==> config.mk <==
export PLATFORM = sky130hd
export DESIGN_NAME = power_interrupt_flash_timer
export DESIGN_NICKNAME = d
export VERILOG_FILES = /design/src/power_hold_pkg.sv /design/src/power_interrupt_flash_timer.sv
export SDC_FILE = /design/constraint.sdc
export NUM_CORES = 1
export LEC_CHECK = 0
export ABC_AREA = 1
export BUFFER_PORTS_ARGS = -buffer_cell sky130_fd_sc_hd__buf_4
export CORE_MARGIN = 3
export CORE_UTILIZATION = 45
export CTS_BUF_LIST = sky130_fd_sc_hd__clkbuf_4 sky130_fd_sc_hd__clkbuf_8
export DETAILED_ROUTE_END_ITERATION = 6
export GPL_TIMING_DRIVEN = 0
export PLACE_DENSITY_LB_ADDON = 0.15
export SYNTH_ARGS = -nofsm -noshare
export SYNTH_HDL_FRONTEND = slang
export SYNTH_SLANG_ARGS = --single-unit
==> constraint.sdc <==
create_clock -name clk -period 5.05 [get_ports clk]
set_input_delay 1.515 -clock clk [delete_from_list [all_inputs] [get_ports clk]]
set_output_delay 1.515 -clock clk [all_outputs]
set_load 0.02 [all_outputs]
==> src/power_hold_pkg.sv <==
// Purpose: Constants for the power interruption flash timer
// Assumes: 20 MHz clock, synchronous active high reset
// Notes: Times kept in their own units; cycle counts derived here
// What this block does
// RL1 - Drop fault relay after outage above 475 ms
// RL2 - Keep relay dropped for hold after return
// RL3 - Hold interval settable from 4 to 10 s
// RL4 - One second setting steps, repeatable timing
// RL5 - Restart relay to open contact 2.5 s
// RL6 - Restart relay back to closed contact after
// RL7 - Energize fault relay only when healthy
// RL8 - Latched conflict fault survives hold end
// RL9 - Extension connector absent changes nothing
// RL10 - Outage timer restarts; one shared time base
package power_hold_pkg;
    localparam int CLK_HZ = 20000000;
    localparam int OUTAGE_MS = 475;
    localparam int OUTAGE_CYC = (CLK_HZ / 1000) * OUTAGE_MS;
    localparam int TICK_MS = 100;
    localparam int TICK_CYC = (CLK_HZ / 1000) * TICK_MS;
    localparam int RESTART_MS = 2500;
    localparam int RESTART_TICKS = RESTART_MS / TICK_MS;
    localparam int SEC_MS = 1000;
    localparam int TICKS_PER_SEC = SEC_MS / TICK_MS;
    localparam logic [3:0] HOLD_MIN_S = 4'h4;
    localparam logic [3:0] HOLD_MAX_S = 4'hA;
    localparam logic [3:0] HOLD_RST_S = 4'h4;
    typedef enum logic [1:0] {
        ST_RUN = 2'b00,
        ST_OUT = 2'b01,
        ST_HOLD = 2'b11
    } phase_t;
endpackage

==> src/power_interrupt_flash_timer.sv <==
// Purpose: Power interruption supervision with flash hold and restart pulse
// Assumes: lineOk and extension inputs are asynchronous pins
// Notes: Restart pulse and hold both start at power return
`timescale 1ns/1ns
`default_nettype none
module power_interrupt_flash_timer #(
    parameter int OUTAGE_CYCLES = power_hold_pkg::OUTAGE_CYC,
    parameter int TICK_CYCLES = power_hold_pkg::TICK_CYC
) (
    input wire logic clk,
    input wire logic srst,
    input wire logic lineOk,
    input wire logic [3:0] holdSeconds,
    input wire logic conflictFault,
    input wire logic voltagesOk,
    input wire logic extPresent,
    input wire logic extFault,
    output logic faultRelayOn,
    output logic restartRelayOn,
    output logic holdActive
);
    import power_hold_pkg::*;
    localparam logic [31:0] HOLD_MIN_CYC = 32'(int'(HOLD_MIN_S) * TICKS_PER_SEC * TICK_CYCLES);
    localparam logic [31:0] HOLD_MAX_CYC = 32'(int'(HOLD_MAX_S) * TICKS_PER_SEC * TICK_CYCLES);

    logic [1:0] lineSync_r;
    logic [1:0] extSync_r;
    logic [1:0] extFaultSync_r;
    phase_t phase_r, phase_nxt;
    logic [31:0] outCnt_r, outCnt_nxt;
    logic [31:0] tickCnt_r, tickCnt_nxt;
    logic tick;
    logic [7:0] holdTicks_r, holdTicks_nxt;
    logic [7:0] restartTicks_r, restartTicks_nxt;
    logic [7:0] holdTarget;
    logic [3:0] holdClamped;
    logic faultRelay_r, faultRelay_nxt;
    logic restart_r, restart_nxt;
    logic lineNow;
    logic extFaultEff;
    logic [31:0] holdCyc_r, holdCyc_nxt;

    always_ff @(posedge clk) begin
        if (srst) begin
            lineSync_r <= 2'h0;
            extSync_r <= 2'h0;
            extFaultSync_r <= 2'h0;
        end else begin
            lineSync_r <= {lineSync_r[0], lineOk};
            extSync_r <= {extSync_r[0], extPresent};
            extFaultSync_r <= {extFaultSync_r[0], extFault};
        end
    end
    assign lineNow = lineSync_r[1];
    // Extension fault only counts while its connector is plugged
    assign extFaultEff = extSync_r[1] & extFaultSync_r[1]; // RL9

    always_comb begin
        if (holdSeconds < HOLD_MIN_S) begin
            holdClamped = HOLD_MIN_S; // RL3
        end else if (holdSeconds > HOLD_MAX_S) begin
            holdClamped = HOLD_MAX_S; // RL3
        end else begin
            holdClamped = holdSeconds; // RL4
        end
        holdTarget = 8'(holdClamped) * 8'(TICKS_PER_SEC);
    end

    assign tick = (tickCnt_r == 32'(TICK_CYCLES - 1)); // RL10

    always_comb begin
        phase_nxt = phase_r;
        outCnt_nxt = outCnt_r;
        tickCnt_nxt = tick ? 32'h0 : tickCnt_r + 32'h1;
        holdTicks_nxt = holdTicks_r;
        restartTicks_nxt = restartTicks_r;
        restart_nxt = restart_r;
        if (restart_r && tick) begin
            if (restartTicks_r == 8'(RESTART_TICKS - 1)) begin
                restart_nxt = 1'b0; // RL6
                restartTicks_nxt = 8'h0;
            end else begin
                restartTicks_nxt = restartTicks_r + 8'h1;
            end
        end
        case (phase_r)
            ST_RUN: begin
                if (!lineNow) begin
                    if (outCnt_r == 32'(OUTAGE_CYCLES - 1)) begin
                        phase_nxt = ST_OUT; // RL1
                    end else begin
                        outCnt_nxt = outCnt_r + 32'h1;
                    end
                end else begin
                    outCnt_nxt = 32'h0; // RL10
                end
            end
            ST_OUT: begin
                outCnt_nxt = 32'h0;
                if (lineNow) begin
                    phase_nxt = ST_HOLD; // RL2
                    holdTicks_nxt = 8'h0;
                    tickCnt_nxt = 32'h0; // RL4
                    restart_nxt = 1'b1; // RL5
                    restartTicks_nxt = 8'h0;
                end
            end
            ST_HOLD: begin
                if (!lineNow) begin
                    phase_nxt = ST_RUN;
                    restart_nxt = 1'b0;
                    restartTicks_nxt = 8'h0;
                end else if (tick) begin
                    if (holdTicks_r + 8'h1 >= holdTarget) begin
                        phase_nxt = ST_RUN; // RL2
                    end else begin
                        holdTicks_nxt = holdTicks_r + 8'h1;
                    end
                end
            end
            default: phase_nxt = ST_RUN;
        endcase
        // Latched faults are outside; hold end never overrides them
        faultRelay_nxt = (phase_nxt == ST_RUN) && lineNow && voltagesOk
            && !conflictFault && !extFaultEff; // RL7 RL8
    end

    always_ff @(posedge clk) begin
        if (srst) begin
            phase_r <= ST_RUN;
            outCnt_r <= 32'h0;
            tickCnt_r <= 32'h0;
            holdTicks_r <= 8'h0;
            restartTicks_r <= 8'h0;
            faultRelay_r <= 1'b0;
            restart_r <= 1'b0;
        end else begin
            phase_r <= phase_nxt;
            outCnt_r <= outCnt_nxt;
            tickCnt_r <= tickCnt_nxt;
            holdTicks_r <= holdTicks_nxt;
            restartTicks_r <= restartTicks_nxt;
            faultRelay_r <= faultRelay_nxt;
            restart_r <= restart_nxt;
        end
    end

    assign faultRelayOn = faultRelay_r;
    assign restartRelayOn = restart_r;
    assign holdActive = (phase_r != ST_RUN);

    // Cycles spent in hold, read by the checks only
    always_comb begin
        holdCyc_nxt = (phase_r == ST_HOLD) ? holdCyc_r + 32'h1 : 32'h0;
    end

    always_ff @(posedge clk) begin
        if (srst) begin
            holdCyc_r <= 32'h0;
        end else begin
            holdCyc_r <= holdCyc_nxt;
        end
    end

    // Relay gating
    chk_hold_drops_relay: assert property (@(posedge clk) disable iff (srst) // RL2
        (phase_r != ST_RUN) |-> !faultRelayOn)
        else $error("relay on during outage or hold");
    chk_conflict_blocks_relay: assert property (@(posedge clk) disable iff (srst) // RL8
        conflictFault |=> !faultRelayOn)
        else $error("relay on with conflict");
    chk_voltage_gate: assert property (@(posedge clk) disable iff (srst) // RL7
        !voltagesOk |=> !faultRelayOn)
        else $error("relay on with low voltage");
    chk_line_gate: assert property (@(posedge clk) disable iff (srst) // RL7
        !lineNow |=> !faultRelayOn)
        else $error("relay on without line power");
    chk_relay_rise_cause: assert property (@(posedge clk) disable iff (srst) // RL7
        $rose(faultRelayOn) |-> (phase_r == ST_RUN && $past(voltagesOk) && !$past(conflictFault)))
        else $error("relay rose while unhealthy");
    chk_ext_gate: assert property (@(posedge clk) disable iff (srst) // RL9
        (extSync_r[1] && extFaultSync_r[1]) |=> !faultRelayOn)
        else $error("ext fault ignored");
    chk_ext_unplugged: assert property (@(posedge clk) disable iff (srst) // RL9
        (!extSync_r[1] && lineNow && voltagesOk && !conflictFault && phase_nxt == ST_RUN) |=> faultRelayOn)
        else $error("unplugged extension blocked relay");
    // Outage detection and timer restart
    chk_outage_threshold: assert property (@(posedge clk) disable iff (srst) // RL1
        $rose(phase_r == ST_OUT) |-> ($past(outCnt_r) == 32'(OUTAGE_CYCLES - 1) && !$past(lineNow)))
        else $error("outage taken before threshold");
    chk_outage_counts: assert property (@(posedge clk) disable iff (srst) // RL10
        (phase_r == ST_RUN && lineNow) |=> outCnt_r == 32'h0)
        else $error("outage timer kept");
    chk_hold_outage_clear: assert property (@(posedge clk) disable iff (srst) // RL10
        (phase_r == ST_HOLD) |-> outCnt_r == 32'h0)
        else $error("outage timer not cleared in hold");
    chk_tick_bound: assert property (@(posedge clk) disable iff (srst) // RL10
        tickCnt_r <= 32'(TICK_CYCLES - 1))
        else $error("time base overran");
    // Hold timing
    chk_return_starts_hold: assert property (@(posedge clk) disable iff (srst) // RL2
        (phase_r == ST_OUT && lineNow) |=> phase_r == ST_HOLD)
        else $error("no hold after return");
    chk_hold_waits_tick: assert property (@(posedge clk) disable iff (srst) // RL4
        (phase_r == ST_HOLD && lineNow && !tick) |=> phase_r == ST_HOLD)
        else $error("hold ended between ticks");
    chk_hold_span: assert property (@(posedge clk) disable iff (srst) // RL3
        (phase_r == ST_HOLD && lineNow && phase_nxt == ST_RUN)
        |-> (holdCyc_r >= HOLD_MIN_CYC - 32'h1 && holdCyc_r <= HOLD_MAX_CYC - 32'h1))
        else $error("hold length outside range");
    chk_hold_limit: assert property (@(posedge clk) disable iff (srst) // RL3
        holdCyc_r <= HOLD_MAX_CYC)
        else $error("hold ran past maximum");
    chk_hold_range: assert property (@(posedge clk) disable iff (srst) // RL3
        holdTarget >= 8'h28 && holdTarget <= 8'h64)
        else $error("hold out of range");
    chk_clamp_low: assert property (@(posedge clk) disable iff (srst) // RL3
        (holdSeconds < HOLD_MIN_S) |-> holdClamped == HOLD_MIN_S)
        else $error("short setting not raised");
    chk_clamp_high: assert property (@(posedge clk) disable iff (srst) // RL3
        (holdSeconds > HOLD_MAX_S) |-> holdClamped == HOLD_MAX_S)
        else $error("long setting not limited");
    // Restart relay
    chk_restart_on_return: assert property (@(posedge clk) disable iff (srst) // RL5
        (phase_r == ST_OUT && lineNow) |=> restartRelayOn)
        else $error("no restart pulse");
    chk_restart_source: assert property (@(posedge clk) disable iff (srst) // RL5
        $rose(restartRelayOn) |-> $past(phase_r) == ST_OUT)
        else $error("restart without power return");
    chk_restart_holds: assert property (@(posedge clk) disable iff (srst) // RL5
        (restartRelayOn && lineNow && !(tick && restartTicks_r == 8'(RESTART_TICKS - 1))) |=> restartRelayOn)
        else $error("restart pulse cut short");
    chk_restart_ends: assert property (@(posedge clk) disable iff (srst) // RL6
        $fell(restartRelayOn) |-> restartTicks_r == 8'h0)
        else $error("restart count bad");
endmodule
`default_nettype wire

# Word-level counts from Yosys, hierarchy flattened

Index checks and enable logic that the tools add are counted.
W data, S select, Z words.

Bitwise operators: 1
$mul: 1
Reductions and logical operators: 14
Order comparisons: 3
Eq/ne operators: 10
$add $sub $neg: 4
Multiplexer cells: 30

Operators with widths:

| operator                | count |
|---|---|
| $mux W32                | 5 |
| $add A32 B1 Y32 const B | 2 |
| $mux W8                 | 8 |
| $pmux W32 S2            | 1 |
| $eq A32 B21 Y1 const B  | 1 |
| $eq A32 B24 Y1 const B  | 1 |
| $pmux W8 S2             | 2 |
| $add A8 B1 Y8 const B   | 2 |
| $mux W2                 | 6 |
| $eq A8 B5 Y1 const B    | 1 |
| $ge A8 B8 Y1            | 1 |
| $mux W4                 | 2 |
| $ne A2 B2 Y1 const B    | 4 |
| $mul A4 B3 Y7 const B   | 1 |
| $pmux W2 S3             | 1 |
| $reduce_bool A2 Y1      | 3 |
| $logic_and A1 B1 Y1     | 5 |
| $reduce_and A5 Y1       | 1 |
| $gt A4 B4 Y1 const B    | 1 |
| $logic_not A2 Y1        | 2 |
| $lt A4 B3 Y1 const B    | 1 |
| $mux W1                 | 4 |
| $ne A3 B3 Y1 const B    | 1 |
| $eq A2 B1 Y1 const B    | 1 |
| other kinds (5)         | 6 |

Logic and storage cells: 73
Input bits: 11
Flip-flop bits (word level): 90
Output and inout port bits: 3

# Longest topological paths before layout

Depth after elaboration: 14
Gate-level depth with buffers: 20
Gate-level depth less buffers: 19

# Worst setup path after synthesis

No wires, ideal clock.

Kind: input port to flip-flop
Start point: input holdSeconds[3]
End point: register holdTicks_r[5]
Path buffers: 1
Data required time: 4,933 ps
Cell stages on the path: 16
Library setup time: 117 ps
Data arrival time: 3,990 ps
Slack: 944 ps
Cells stage by stage: inv_1 -> or2_2 -> a21oi_1 -> ha_1 -> ha_1 -> inv_1 -> fa_1 -> ha_1 -> a21oi_1 -> o21a_1 -> nand2_1 -> nand2_1 -> nand3_4 -> buf_6 -> o21ai_2 -> a21oi_2

Word-level cells in the longest chain between the ends: 7
Elaborated cells on any way between the ends: 8
Classes of those cells: mul (1); order compare (3); eq/ne (1); mux (2); reduce/logical (1)

Ends and longest elaborated chain:

| item                                 | line                               | RTL |
|---|---|---|
| start, declared                      | power_interrupt_flash_timer.sv:13  | `input wire logic [3:0] holdSeconds,` |
| $gt A4 B4 Y1                         | power_interrupt_flash_timer.sv:61  | `end else if (holdSeconds > HOLD_MAX_S) begin` |
| $mux W4                              | power_interrupt_flash_timer.sv:61  |  |
| $mux W4 *                            | power_interrupt_flash_timer.sv:59  | `if (holdSeconds < HOLD_MIN_S) begin` |
| $mul A4 B3 Y7 *                      | power_interrupt_flash_timer.sv:66  | `holdTarget = 8'(holdClamped) * 8'(TICKS_PER_SEC);` |
| $ge A8 B8 Y1 *                       | power_interrupt_flash_timer.sv:114 | `if (holdTicks_r + 8'h1 >= holdTarget) begin` |
| $ne A2 B2 Y1 (no source line) *      | --                                 |  |
| $reduce_and A5 Y1 (no source line) * | --                                 |  |
| end signal, assigned                 | power_interrupt_flash_timer.sv:141 | `holdTicks_r <= holdTicks_nxt;` |
| end, declared                        | power_interrupt_flash_timer.sv:33  | `logic [7:0] holdTicks_r, holdTicks_nxt;` |

Mark *: on every way between the ends. The rest lies on a longest branch, timed or not.
A chain may end at the register's enable or synchronous reset.

# Final worst setup path

Start point: input holdSeconds[3]
End point: register holdTicks_r[6]

The elaborated chain is that of the path after synthesis.

==> results.cfg <==
[timing]
fmax_mhz = 243
max-slew-margin-rel = 0.594
hold_violations = 0
hold_ws_ps = 419
setup_viol = 0
rsz0062_at_grt = false
worst_pin_slew_ps = 608
setup_tns_ps = 0
fin_crit_ps = 4120
finClkSkew_ps = 12.7
finalMaxSlewViolations = 0
fin_crit_sh = 0.816

[power_and_ir_drop]
ir_drop_mv = 0.148
clockPowerShare = 0.361
p_int_w = 0.000930
power_frac_seq = 0.589
p_comb_frac = 0.050
p_sw_w = 0.000293
p_leak_nw = 2.42
power_density_nw_per_um2 = 209
swShare = 0.240

[grt]
grt_util_all_layers = 0.199
antenna_found_initial = 0
grt_max_degree = 14
grt-ovfl-total = 0
grt_pass1_wl_mm = 21.6
first_global_vias = 4647

[floorplanning]
pin_count = 14
die_w_um = 116
start_util = 0.467
num_rows = 39
die-area_um2 = 13400
die_h_um = 116
core_area_um2 = 11600

[synth]
synth_top_area_frac = 0.332
avgSynthCellArea_um2 = 6.58
seq_area_frac_synth = 0.332
yosys.area_share.simple = 0.403
synth_compound_area_frac = 0.0944
synth-xor-area-share = 0.0194
ys_types = 43
yosys-top-cells-area = dfxtp_1 (33%), nand2_1 (12%), inv_1 (8.7%), nor2_1 (8.7%), nand3_1 (5.2%)
synthAdderAreaFrac = 0.0406
synth_cells = 823
ys_ff_latch = 90
syn-num-nets = 851
ys_warn_count = 0
yosysTopAreaCell = dfxtp_1
synth_top_family_by_area = simple AND/OR/NAND/NOR gates
muxShareOfSynthArea = 0
netlist_area_um2 = 5420

[setup_path]
cp_max_fo = 10
startpoint_type = primary input
r2r_start = holdTicks_r[0]$_SDFFE_PP0P_
critPathKind = primary input to flop
crit_start = holdSeconds[3]
end_kind = flop
cp.arrival_ps = 4380
critical_path_required_ps = 5310

[clock_network]
root_buffer = clkbuf_8
insertion_delay_ps = 360
clock_sinks = 90
cts_setup_buffers = 0
cts_resized = 0
cts_inserted_buffers = 9
cts_hold_buf = 0
cts_tree = yes
htree_levels = 3
clk_pin_slew_ps = 80
cts_buffer_depth = 2

[layout]
diodes = 0
n_fill_cell = 1237
drive_gt1_frac = 0.108
final_nets = 874
syn_to_final_growth_pct = 7.97
layout_commonest_cell = nand2_1
multiInputGateArea_um2 = 3020
regArea_um2 = 1800
layout_common_cells = nand2_1 (171), nor2_1 (125), inv_1 (125)

[run_status]
status = finished clean

[drt]
drtPass1Iterations = 6
drt-initial-drc-count = 459
ant_nets = 0
via_count = 5166
wl_per_cell_um = 12.8
vias_per_cell = 5.21
drt-total-wl_mm = 12.7
drc_errors = 0

[placement]
dp_hpwl_mm = 9.83
place_congestion = 0.880
numPortBuffers = 12

[hold_path]
hold_path_startpoint = lineSync_r[0]$_SDFF_PP0_
hold_class = flop to flop

[flow_run]
maxCapViolations = 0
[critical path, cell delays in order]
cell and delay (ps):
buf_4 110, inv_1 70, or2_2 300, a21oi_1 190, ha_1 270, ha_1 210, inv_1 70, fa_1 420
ha_1 310, a21oi_1 150, o21a_1 120, nand2_1 90, nand2_1 110, nand3_4 110, buf_6 160, o21ai_2 120
a21oi_2 40
[sequential cells by signal (all words and copies together) (netlist names)]
name	cells
extFaultSync_r	2
extSync_r	2
lineSync_r	2
phase_r	2
outCnt_r	32
restartTicks_r	8
tickCnt_r	32
restartRelayOn	1
holdTicks_r	8
faultRelayOn	1
[cell usage after synthesis]
master	n
o21ai_2	2
dfxtp_1	90
a21oi_1	45
nor2_1	125
nand3_2	2
nand4_4	1
xnor2_1	2
xor2_1	10
or2_2	4
nand3_1	56
nor2_2	8
inv_2	10
nand4_2	1
inv_1	125
and3_1	2
nor2_8	2
nor3b_1	4
a211oi_1	1
nand3b_1	3
buf_2	8
fa_1	1
nand2_1	171
o21ai_0	26
a21oi_2	2
nor3_2	4
a21o_1	1
clkinv_1	1
o22ai_1	1
ha_1	16
nand2_2	6
o21ai_1	4
nor2_4	6
o221a_2	1
o21a_1	1
nand2_4	4
nor4_1	3
nand4_1	22
a31oi_1	5
nor3_1	32
clkbuf_1	6
buf_6	2
o211ai_1	4
nand3_4	3
[area by class of cell]
class,count,area share
Buffer,16,0.0145
Tap cell,143,0.0306
Timing Repair Buffer,12,0.0154
Sequential cell,90,0.308
Clock buffer,11,0.0248
Multi-Input combinational cell,581,0.516
Clock inverter,3,0.00299
Inverter,136,0.0873
[through the flow]
stage | worst slack (ps) | std cells | util | cell area, µm² | total power (W)
2_1_floorplan | 944 | 823 | - | 5420 | 0.000777
3_3_place_gp | 543 | 978 | 0.490 | 5690 | 0.000796
3_5_place_dp | 506 | 978 | 0.490 | 5690 | 0.000799
4_1_cts | 911 | 992 | 0.504 | 5850 | 0.00124
5_1_grt | 760 | 992 | 0.504 | 5850 | 0.00128
6_report | 929 | 992 | 0.504 | 5850 | 0.00122
[power groups by stage]
stage               clock network [W]  logic [W]  registers (W)
finish                       0.000441  0.0000617       0.000720
global route                 0.000487  0.0000712       0.000721
CTS                          0.000459  0.0000627       0.000720
detailed placement                  0  0.0000628       0.000736
global placement                    0  0.0000599       0.000736
floorplan                           0  0.0000419       0.000735
[per-layer routing]
metal  track usage  wire (µm)
met1         0.282       6300
met4        0.0650        142
met3        0.0287        618
met2         0.312       5680
met5             0          0
[worst paths after layout]
kind	endpoint	slack (ps)	depth (start not counted)
worst max-delay path	holdTicks_r[6]$_SDFFE_PP0P_	930	17
worst min-delay path	lineSync_r[1]$_SDFF_PP0_	420	2
worst max register to register	holdTicks_r[6]$_SDFFE_PP0P_	2490	17
worst min register to register	lineSync_r[1]$_SDFF_PP0_	420	2
[logic make-up (layout without fill, tap and decap cells)]
| family | count (synthesis) | in the layout |
|---|---|---|
| AO/OA/AOI/OAI | 93 | 93 |
| XOR/XNOR | 12 | 12 |
| adder cells (fa/ha/maj) | 17 | 17 |
| buffers and inverters | 152 | 178 |
| flip-flops | 90 | 90 |
| AND/OR/NAND/NOR | 459 | 459 |
No activity file was read; power rests on OpenSTA's default activity.
